===== config.mk =====
export PLATFORM = sky130hd
export DESIGN_NAME = qei_core
export DESIGN_NICKNAME = d
export VERILOG_FILES = /design/src/qei_core.v /design/src/qei_prediv.v
export VERILOG_INCLUDE_DIRS = /design/src
export SDC_FILE = /design/constraint.sdc
export NUM_CORES = 1
export LEC_CHECK = 0
export ABC_AREA = 1
export BUFFER_PORTS_ARGS = -buffer_cell sky130_fd_sc_hd__buf_2
export CAP_MARGIN = 10
export CORE_MARGIN = 3
export CORE_UTILIZATION = 50
export DETAILED_ROUTE_END_ITERATION = 10
export PLACE_DENSITY = 0.82
export SLEW_MARGIN = 20
export SYNTH_ARGS = -nofsm -noshare
export SYNTH_HDL_FRONTEND = slang
export SYNTH_SLANG_ARGS = --single-unit

===== constraint.sdc =====
create_clock -name i_mclk -period 3.2 [get_ports i_mclk]
set_clock_uncertainty 0.05 [all_clocks]
set_input_delay 0.48 -clock i_mclk [delete_from_list [all_inputs] [get_ports i_mclk]]
set_output_delay 0.48 -clock i_mclk [all_outputs]
set_load 0.03 [all_outputs]

===== src/qei_map.vh =====
`ifndef QEI_MAP_VH
`define QEI_MAP_VH
// ----------------------------------------
// Register byte offsets
// ----------------------------------------
`define QEI_OFS_CTL      8'h00
`define QEI_OFS_STAT     8'h04
`define QEI_OFS_POS      8'h08
`define QEI_OFS_MAXPOS   8'h0C
`define QEI_OFS_LOAD     8'h10
`define QEI_OFS_TIME     8'h14
`define QEI_OFS_COUNT    8'h18
`define QEI_OFS_SPEED    8'h1C
`define QEI_OFS_INTEN    8'h20
`define QEI_OFS_RIS      8'h24
`define QEI_OFS_ISC      8'h28
// ----------------------------------------
// Control fields
// ----------------------------------------
`define QEI_CTL_ENABLE   0
`define QEI_CTL_SWAP     1
`define QEI_CTL_SIGNAL_MODE_SEL  2
`define QEI_CTL_CAPTURE_MODE_SEL  3
`define QEI_CTL_RESET_MODE_SEL  4
`define QEI_CTL_VELEN    5
`define QEI_CTL_DIV_LO   6
`define QEI_CTL_DIV_HI   8
`define QEI_CTL_WMASK    32'h000001FF
// ----------------------------------------
// Status and interrupt fields
// ----------------------------------------
`define QEI_STAT_ERROR   0
`define QEI_STAT_DIR     1
`define QEI_INT_INDEX    0
`define QEI_INT_TIMER    1
`define QEI_INT_DIR      2
`define QEI_INT_ERROR    3
`define QEI_INT_W        4
// ----------------------------------------
// Reset values and bus answers
// ----------------------------------------
`define QEI_RST_WORD     32'h00000000
`define QEI_RESP_OKAY    2'h0
`define QEI_RESP_SLVERR  2'h2
`endif


===== src/qei_core.v =====
// Summary of operation
// RQ1: Position and velocity enable separately; velocity runs only with position enabled.
// RQ2: Swap bit exchanges the phase inputs before decoding.
// RQ3: Signal mode clear decodes quadrature; first-edge phase sets direction.
// RQ4: Signal mode set: input A is step clock, input B direction level.
// RQ5: Capture mode 0 counts A edges only; 1 counts both phases.
// RQ6: A leading B counts up; B leading A counts down.
// RQ7: Rise and fall on one phase without other-phase edge flags direction change.
// RQ8: Reset mode chooses index reset or maximum-position wrap.
// RQ9: Reset mode 0 clears the position on each index pulse.
// RQ10: In index mode, counting down from 0 goes to the maximum.
// RQ11: In index mode position is absolute to the index once seen.
// RQ12: Reset mode 1 keeps position in 0..max and ignores index.
// RQ13: Velocity counts edges with the same mode, capture and swap settings.
// RQ14: At period end speed takes the count, count clears, new period begins.
// RQ15: Timer counts down, reloads from load value at zero, raises an event.
// RQ16: Velocity edges pass through the predivider; value 0 divides by one.
// RQ17: Events exist for phase error, direction change, index and timer.
// RQ18: Each event has a mask, raw status, masked status and clear.
// RQ19: Software configures, then enables, then reads the position.
// RQ20: Phase and index inputs are synchronised and edge-detected first.
// RQ21: Both phases changing in one sample raises the phase error event; the code raises it only while enabled with signal mode clear.
`include "qei_map.vh"
module qei_core #(
  parameter DIV_W = 3
) (
  input  wire        i_mclk,
  input  wire        i_srst,
  input  wire        i_phase_a_in,
  input  wire        i_phase_b_in,
  input  wire        i_index_in,
  input  wire [7:0]  i_awaddr,
  input  wire        i_awvalid,
  output wire        o_awready,
  input  wire [31:0] i_wdata,
  input  wire [3:0]  i_wstrb,
  input  wire        i_wvalid,
  output wire        o_wready,
  output wire [1:0]  o_bresp,
  output wire        o_bvalid,
  input  wire        i_bready,
  input  wire [7:0]  i_araddr,
  input  wire        i_arvalid,
  output wire        o_arready,
  output wire [31:0] o_rdata,
  output wire [1:0]  o_rresp,
  output wire        o_rvalid,
  input  wire        i_rready,
  output wire        o_irq
);

  // ----------------------------------------
  // Input synchronisers and edge detection
  // ----------------------------------------
  reg  [2:0] sync1_r;
  reg  [2:0] sync2_r;
  reg  [2:0] prev_r;

  always @(posedge i_mclk) begin
    if (i_srst) begin
      sync1_r <= 3'h0;
      sync2_r <= 3'h0;
      prev_r  <= 3'h0;
    end else begin
      sync1_r <= {i_index_in, i_phase_b_in, i_phase_a_in}; // RQ20
      sync2_r <= sync1_r;
      prev_r  <= sync2_r;
    end
  end

  // ----------------------------------------
  // Registers
  // ----------------------------------------
  reg  [31:0] ctl_r;
  reg  [31:0] pos_r;
  reg  [31:0] maxpos_r;
  reg  [31:0] load_r;
  reg  [31:0] time_r;
  reg  [31:0] count_r;
  reg  [31:0] speed_r;
  reg  [`QEI_INT_W-1:0] inten_r;
  reg  [`QEI_INT_W-1:0] ris_r;
  reg         dir_r;
  reg         err_r;
  reg         last_ph_r;
  reg         last_lvl_r;
  reg         last_vld_r;

  wire        en      = ctl_r[`QEI_CTL_ENABLE];
  wire        vel_en  = ctl_r[`QEI_CTL_VELEN] & en; // RQ1
  wire        swap    = ctl_r[`QEI_CTL_SWAP];
  wire        signal_mode_sel = ctl_r[`QEI_CTL_SIGNAL_MODE_SEL];
  wire        capture_mode_sel = ctl_r[`QEI_CTL_CAPTURE_MODE_SEL];
  wire        reset_mode_sel = ctl_r[`QEI_CTL_RESET_MODE_SEL];
  wire [DIV_W-1:0] vdiv = ctl_r[`QEI_CTL_DIV_HI:`QEI_CTL_DIV_LO];

  // ----------------------------------------
  // Phase decode
  // ----------------------------------------
  wire a_now  = swap ? sync2_r[1] : sync2_r[0]; // RQ2
  wire b_now  = swap ? sync2_r[0] : sync2_r[1]; // RQ2
  wire a_old  = swap ? prev_r[1]  : prev_r[0];
  wire b_old  = swap ? prev_r[0]  : prev_r[1];
  wire a_chg  = a_now ^ a_old;
  wire b_chg  = b_now ^ b_old;
  wire idx_ev = sync2_r[2] & ~prev_r[2];

  // Quadrature: A leads B when after the edge the phases differ on A edge
  wire q_dir_a = (a_now != b_now); // RQ6
  wire q_dir_b = (a_now == b_now); // RQ6
  wire phase_err = en & ~signal_mode_sel & a_chg & b_chg; // RQ21

  reg  step;
  reg  up;

  always @* begin
    step = 1'b0;
    up   = 1'b1;
    if (signal_mode_sel) begin
      step = a_chg & a_now;                       // RQ4
      up   = ~b_now;                              // RQ4
    end else if (!phase_err) begin
      if (a_chg) begin
        step = 1'b1;                              // RQ3 RQ5
        up   = q_dir_a;
      end else if (b_chg) begin
        step = capture_mode_sel;                           // RQ5
        up   = q_dir_b;                           // RQ6
      end
    end
  end

  // Direction reversal: two edges in a row on the same phase, or in signal mode a step whose direction level differs from the last
  wire any_chg  = (a_chg | b_chg) & ~phase_err & ~signal_mode_sel;
  wire cur_ph   = b_chg;
  wire rev_q    = any_chg & last_vld_r & (cur_ph == last_ph_r); // RQ7
  wire rev_c    = signal_mode_sel & step & last_vld_r & (up != last_lvl_r);
  wire dir_ev   = en & (rev_q | rev_c);
  wire cnt_step = en & step;

  // ----------------------------------------
  // Position integrator and direction state
  // ----------------------------------------
  reg  [31:0] pos_nxt;

  always @* begin
    pos_nxt = pos_r;
    if (cnt_step) begin
      if (up) begin
        pos_nxt = (pos_r >= maxpos_r) ? 32'h00000000 : pos_r + 32'h00000001; // RQ12
      end else begin
        pos_nxt = (pos_r == 32'h00000000) ? maxpos_r : pos_r - 32'h00000001; // RQ10
      end
    end
    if (en && !reset_mode_sel && idx_ev) begin
      pos_nxt = 32'h00000000; // RQ8 RQ9 RQ11
    end
  end

  // ----------------------------------------
  // Velocity capture
  // ----------------------------------------
  wire vel_edge;
  wire tmr_ev = vel_en & (time_r == 32'h00000000);

  qei_prediv #(
    .DIV_W (DIV_W)
  ) u_prediv (
    .i_mclk (i_mclk),
    .i_srst (i_srst),
    .i_clr  (~vel_en),
    .i_edge (vel_en & cnt_step), // RQ13
    .i_div  (vdiv),              // RQ16
    .o_edge (vel_edge)
  );

  // ----------------------------------------
  // AXI4-Lite slave
  // ----------------------------------------
  reg         aw_ok_r;
  reg         w_ok_r;
  reg  [7:0]  awaddr_r;
  reg  [31:0] wdata_r;
  reg  [3:0]  wstrb_r;
  reg         bvalid_r;
  reg  [1:0]  bresp_r;
  reg         rvalid_r;
  reg  [31:0] rdata_r;
  reg  [1:0]  rresp_r;

  assign o_awready = ~aw_ok_r & ~bvalid_r;
  assign o_wready  = ~w_ok_r & ~bvalid_r;
  assign o_bvalid  = bvalid_r;
  assign o_bresp   = bresp_r;
  assign o_arready = ~rvalid_r;
  assign o_rvalid  = rvalid_r;
  assign o_rdata   = rdata_r;
  assign o_rresp   = rresp_r;

  wire do_wr = aw_ok_r & w_ok_r & ~bvalid_r;

  function [31:0] merge;
    input [31:0] old;
    input [31:0] nw;
    input [3:0]  be;
    integer k;
    begin
      merge = old;
      for (k = 0; k < 4; k = k + 1) begin
        if (be[k]) begin
          merge[k*8 +: 8] = nw[k*8 +: 8];
        end
      end
    end
  endfunction

  function mapped;
    input [7:0] a;
    begin
      mapped = (a[1:0] == 2'h0) && (a <= `QEI_OFS_ISC);
    end
  endfunction

  wire wr_ctl  = do_wr && awaddr_r == `QEI_OFS_CTL;
  wire wr_pos  = do_wr && awaddr_r == `QEI_OFS_POS;
  wire wr_max  = do_wr && awaddr_r == `QEI_OFS_MAXPOS;
  wire wr_load = do_wr && awaddr_r == `QEI_OFS_LOAD;
  wire wr_ien  = do_wr && awaddr_r == `QEI_OFS_INTEN;
  wire wr_isc  = do_wr && awaddr_r == `QEI_OFS_ISC;
  wire [31:0] wmerged = merge(`QEI_RST_WORD, wdata_r, wstrb_r);

  always @(posedge i_mclk) begin
    if (i_srst) begin
      aw_ok_r  <= 1'b0;
      w_ok_r   <= 1'b0;
      awaddr_r <= 8'h00;
      wdata_r  <= 32'h00000000;
      wstrb_r  <= 4'h0;
      bvalid_r <= 1'b0;
      bresp_r  <= `QEI_RESP_OKAY;
    end else begin
      if (i_awvalid && o_awready) begin
        aw_ok_r  <= 1'b1;
        awaddr_r <= i_awaddr;
      end
      if (i_wvalid && o_wready) begin
        w_ok_r  <= 1'b1;
        wdata_r <= i_wdata;
        wstrb_r <= i_wstrb;
      end
      if (do_wr) begin
        aw_ok_r  <= 1'b0;
        w_ok_r   <= 1'b0;
        bvalid_r <= 1'b1;
        bresp_r  <= (mapped(awaddr_r) && (wr_ctl || wr_pos || wr_max || wr_load || wr_ien || wr_isc ||
                     awaddr_r == `QEI_OFS_STAT || awaddr_r == `QEI_OFS_TIME || awaddr_r == `QEI_OFS_COUNT ||
                     awaddr_r == `QEI_OFS_SPEED || awaddr_r == `QEI_OFS_RIS)) ?
                    `QEI_RESP_OKAY : `QEI_RESP_SLVERR;
      end else if (bvalid_r && i_bready) begin
        bvalid_r <= 1'b0;
      end
    end
  end

  always @(posedge i_mclk) begin
    if (i_srst) begin
      rvalid_r <= 1'b0;
      rdata_r  <= 32'h00000000;
      rresp_r  <= `QEI_RESP_OKAY;
    end else if (i_arvalid && o_arready) begin
      rvalid_r <= 1'b1;
      rresp_r  <= mapped(i_araddr) ? `QEI_RESP_OKAY : `QEI_RESP_SLVERR;
      case (i_araddr)
        `QEI_OFS_CTL:    rdata_r <= ctl_r;
        `QEI_OFS_STAT:   rdata_r <= {30'h0, dir_r, err_r};
        `QEI_OFS_POS:    rdata_r <= pos_r;
        `QEI_OFS_MAXPOS: rdata_r <= maxpos_r;
        `QEI_OFS_LOAD:   rdata_r <= load_r;
        `QEI_OFS_TIME:   rdata_r <= time_r;
        `QEI_OFS_COUNT:  rdata_r <= count_r;
        `QEI_OFS_SPEED:  rdata_r <= speed_r;
        `QEI_OFS_INTEN:  rdata_r <= {28'h0, inten_r};
        `QEI_OFS_RIS:    rdata_r <= {28'h0, ris_r};        // RQ18
        `QEI_OFS_ISC:    rdata_r <= {28'h0, ris_r & inten_r}; // RQ18
        default:         rdata_r <= 32'h00000000;
      endcase
    end else if (rvalid_r && i_rready) begin
      rvalid_r <= 1'b0;
    end
  end

  // ----------------------------------------
  // Core state update
  // ----------------------------------------
  wire [`QEI_INT_W-1:0] ev;
  assign ev[`QEI_INT_INDEX] = en & idx_ev;   // RQ17
  assign ev[`QEI_INT_TIMER] = tmr_ev;        // RQ15 RQ17
  assign ev[`QEI_INT_DIR]   = dir_ev;        // RQ17
  assign ev[`QEI_INT_ERROR] = phase_err;     // RQ17 RQ21

  always @(posedge i_mclk) begin
    if (i_srst) begin
      ctl_r      <= `QEI_RST_WORD;
      pos_r      <= `QEI_RST_WORD;
      maxpos_r   <= `QEI_RST_WORD;
      load_r     <= `QEI_RST_WORD;
      time_r     <= `QEI_RST_WORD;
      count_r    <= `QEI_RST_WORD;
      speed_r    <= `QEI_RST_WORD;
      inten_r    <= {`QEI_INT_W{1'b0}};
      ris_r      <= {`QEI_INT_W{1'b0}};
      dir_r      <= 1'b0;
      err_r      <= 1'b0;
      last_ph_r  <= 1'b0;
      last_lvl_r <= 1'b0;
      last_vld_r <= 1'b0;
    end else begin
      if (wr_ctl) begin
        ctl_r <= merge(ctl_r, wdata_r, wstrb_r) & `QEI_CTL_WMASK;
      end
      if (wr_max) begin
        maxpos_r <= merge(maxpos_r, wdata_r, wstrb_r);
      end
      if (wr_load) begin
        load_r <= merge(load_r, wdata_r, wstrb_r);
      end
      if (wr_ien) begin
        inten_r <= wmerged[`QEI_INT_W-1:0];
      end
      pos_r <= wr_pos ? merge(pos_r, wdata_r, wstrb_r) : pos_nxt;
      // Set wins over write-one-to-clear
      ris_r <= (ris_r & ~(wr_isc ? wmerged[`QEI_INT_W-1:0] : {`QEI_INT_W{1'b0}})) | ev; // RQ18
      if (phase_err) begin
        err_r <= 1'b1;
      end else if (a_chg | b_chg) begin
        err_r <= 1'b0;
      end
      if (cnt_step) begin
        dir_r <= ~up;
      end
      if (!en) begin
        last_vld_r <= 1'b0;
      end else if (any_chg) begin
        last_ph_r  <= cur_ph;
        last_vld_r <= 1'b1;
      end else if (signal_mode_sel && step) begin
        last_lvl_r <= up;
        last_vld_r <= 1'b1;
      end
      if (!vel_en) begin
        time_r  <= load_r;
        count_r <= 32'h00000000;
      end else if (tmr_ev) begin
        time_r  <= load_r;                                 // RQ15
        speed_r <= count_r + {31'h0, vel_edge};            // RQ14
        count_r <= 32'h00000000;                           // RQ14
      end else begin
        time_r  <= time_r - 32'h00000001;
        count_r <= count_r + {31'h0, vel_edge};            // RQ13 RQ16
      end
    end
  end

  assign o_irq = |(ris_r & inten_r);

endmodule


===== src/qei_prediv.v =====
// ----------------------------------------
// Velocity predivider: passes one of 2^div edges
// ----------------------------------------
module qei_prediv #(
  parameter DIV_W = 3
) (
  input  wire             i_mclk,
  input  wire             i_srst,
  input  wire             i_clr,
  input  wire             i_edge,
  input  wire [DIV_W-1:0] i_div,
  output wire             o_edge
);

  reg  [7:0] cnt_r;
  wire [7:0] lim;

  assign lim    = (8'h01 << i_div) - 8'h01;
  assign o_edge = i_edge && (cnt_r == lim);

  always @(posedge i_mclk) begin
    if (i_srst || i_clr) begin
      cnt_r <= 8'h00;
    end else if (i_edge) begin
      if (cnt_r == lim) begin
        cnt_r <= 8'h00;
      end else begin
        cnt_r <= cnt_r + 8'h01;
      end
    end
  end

endmodule

==> qor.yml <==
sta:
  clock.fmax_ghz: 0.319
  worst_pin_slew_ps: 815
  finalHoldViolations: 0
  setup_tns_ps: 0
  post-route-period-util_pct: 97.8
  finalSetupViolCount: 0
  slew_violations: 0
  whs_ps: 121
  period_needed_ps: 3130
  slew_headroom_pct: 45.6
  grt_setup_unrepaired: "yes"
die:
  core_area_um2: 35100
  io_pins: 104
  start_util_pct: 51.5
  fp.dieW_um: 196
  rows: 68
  die_h_um: 196
  die_area_um2: 38500
place:
  io_buffers: 101
  dpl.hpwl_um: 49700
  dp_cells: 3291
  gp_congestion: 1.05
  placed_cell_area_um2: 19100
drt:
  wirelength_um: 67300
  route.detailed.drc: 0
  dr_wl_met3_um: 7000
  wl_met1_um: 27500
  wl_met2_um: 29000
  vias: 19500
  viasPerCell: 5.81
  wire_per_inst_um: 20.1
  highest_layer: "met4"
  drtPass1Iterations: 6
  route.antenna.remaining_nets: 0
  drt_iter0_markers: 2337
synth:
  synth_top_area_share_pct: 34.7
  synth_area_per_cell_um2: 6.43
  yosys.area.top_type: "dfxtp_1"
  synth-edff-count: 0
  synth_warnings: 0
  ys_ff_latch: 313
  seq_area_frac_synth_pct: 34.7
  synth_area_leaders: "dfxtp_1 35%, nand2_1 14%, nor2_1 7.9%"
  synth_commonest_cells: "668 x nand2_1, 380 x nor2_1, 313 x dfxtp_1"
  synth_cells: 2808
  yosysMostFrequentCell: "nand2_1"
  synthFlopType: "dfxtp_1"
  synth_area_um2: 18100
  yosysUniqueCellTypes: 53
  synthArstFlopShare_pct: 0
power:
  power_frac_comb_pct: 8.6
  p_int_mw: 6.76
  powerDensity_nw_per_um2: 448
  p_clk_share_pct: 46.7
  ir_worst_vdd_mv: 0.485
  p_leak_nw: 9.06
  seqPwrFrac_pct: 44.7
  p_sw_share_pct: 26.0
  net-switching-power_mw: 2.38
worst_setup_path:
  path_cells: "nand2_2 > o21ai_2 > ha_1 > inv_2 > nand3_2 > nand3b_1 > nand3_1 > nand2_2 > nand3_4 > nor2_4 > ha_4 > ha_4 > nand3_4 > inv_2 > nand2_4 > nor2_4 > nand2_4 > nor2_4 > buf_6 > nand4_1 > xor2_1 > inv_1 > a21oi_2"
  arrival_ps: 3550
  start_kind: "flip-flop"
  crit_fanout: 7
  cp-end-kind: "flip-flop"
  critPathRequiredTime_ps: 3620
  cpPeakStageDelay_ps: 380
  worst_path_most_repeated_cell: "nor2_4"
  cpMaxStageDelayCell: "dfxtp_4"
  worstSetupPathType: "reg -> reg"
flow_run:
  cap_violations: 0
min_path:
  hold_path.class: "in -> reg"
global_route:
  grt_pass1_vias: 18100
  grt_max_degree: 105
  grt-ovfl-total: 0
  grtUsageTotal_pct: 33.5
  grt_pass1_wl_um: 102000
  antenna_found_initial: 0
clock_network:
  cts_buffers: 36
  path_clk_slew_ps: 60
  cts_tree: "built"
  cts.sinks: 313
  clockBufferDepth: 3
  cts_root_buf: "clkbuf_16"
  clk-insertion-delay-late_ps: 530
  cts_max_level: 2
finish:
  fillCellCount: 3401
  num-nets-final: 2980
  fin_cells: 3355
  syn_to_final_growth_pct: 12.8
  multiInputGateArea_um2: 10200
  drive_gt1_share_pct: 10.2
  final_area_um2: 20400
  seq_area_um2: 6270
outcome:
  status: "completed"
[sequential cells by signal, indices dropped and copies added (netlist names), 9 cells and up]
| signal | cells |
|---|---|
| count_r | 32 |
| load_r | 32 |
| maxpos_r | 32 |
| o_rdata | 32 |
| pos_r | 32 |
| speed_r | 32 |
| time_r | 32 |
| wdata_r | 32 |
| ctl_r | 9 |
[power by group through the flow]
stage | clock network [mW] | logic [mW] | registers, mW
2_1_floorplan | 0 | 0.522 | 4.10
3_3_place_gp | 0 | 0.744 | 4.16
3_5_place_dp | 0 | 0.758 | 4.16
4_1_cts | 4.29 | 0.762 | 4.08
5_1_grt | 4.43 | 0.859 | 4.08
6_report | 4.27 | 0.787 | 4.09
[area by class of cell]
cell class                 count  share of cell area, %
clock buffer                  47                   4.82
timing repair buffer         164                   5.06
antenna                        1                 0.0123
multi-input combinational   2055                   49.9
tap                          455                   2.79
sequential                   313                   30.8
clock inverter                12                  0.976
inverter                     308                   5.70
[cell usage in the layout (no fill, tap or decap), types with 16 or more instances in the layout]
cell type  netlist  layout
xor2_1          84      84
clkbuf_16        0      37
nor2_1         380     378
o21ai_1         39      39
ha_1            40      38
buf_4            9      58
dfxtp_1        313     310
buf_2           41     101
o22ai_1         35      35
nor3_1          29      28
inv_1          288     286
o21ai_0        208     206
a21oi_1        259     256
inv_2           18      20
nand4_1         32      32
nand3_1        156     151
nand2_1        668     663
o31ai_1         16      16
[what timing repair did]
action,CTS,global route
buffers inserted,0,4
resized for setup,4,23
hold buffers,0,0
endpoints found under the hold margin,0,0
endpoints found under the setup margin,7,35
pin swaps,1,9
[kinds of logic after synthesis]
| group | Yosys count | synth area share [%] |
|---|---|---|
| xor+xnor | 93 | 4.51 |
| compound gates | 601 | 17.8 |
| buf+inv | 441 | 9.83 |
| fa+ha+maj | 40 | 2.77 |
| flops | 313 | 34.7 |
| other cells | 1 | 0.0208 |
| simple gates | 1319 | 30.4 |
[worst paths after layout]
| kind | start | end | slack (ps) | depth (start not counted) |
|---|---|---|---|---|
| hold reg to reg | sync1_r[0]$_SDFF_PP0_ | sync2_r[0]$_SDFF_PP0_ | 350 | 2 |
| setup / recovery | ctl_r[1]$_SDFFE_PP0P_ | speed_r[26]$_SDFFE_PP0P_ | 70 | 23 |
| setup reg to reg | ctl_r[1]$_SDFFE_PP0P_ | speed_r[26]$_SDFFE_PP0P_ | 70 | 23 |
| hold / removal | i_phase_a_in | sync1_r[0]$_SDFF_PP0_ | 120 | 3 |
[routing by layer]
| metal | track usage, % | up-vias |
|---|---|---|
| li1 | - | 9232 |
| met4 | 17.4 | 0 |
| met2 | 51.1 | 1085 |
| met3 | 5.60 | 210 |
| met5 | 0 | - |
| met1 | 45.6 | 8970 |
[metrics by stage]
stage	util [%]	power (mW)	setup slack (ps)
after floorplan	-	4.62	0.185
after global placement	54.4	4.91	37.7
after detailed placement	54.4	4.92	-33.1
after CTS	57.8	9.13	11.8
after global routing	58.1	9.38	-160
final	58.2	9.14	70.1
[critical path, delay by kind of cell, from the launching register on]
kind | cells | cell delay, ps
compound gates | 2 | 190
xor+xnor | 1 | 150
fa+ha+maj | 3 | 660
buf+inv | 4 | 340
flops | 1 | 380
simple gates | 13 | 1300
Power figures use the tool's default switching activity.
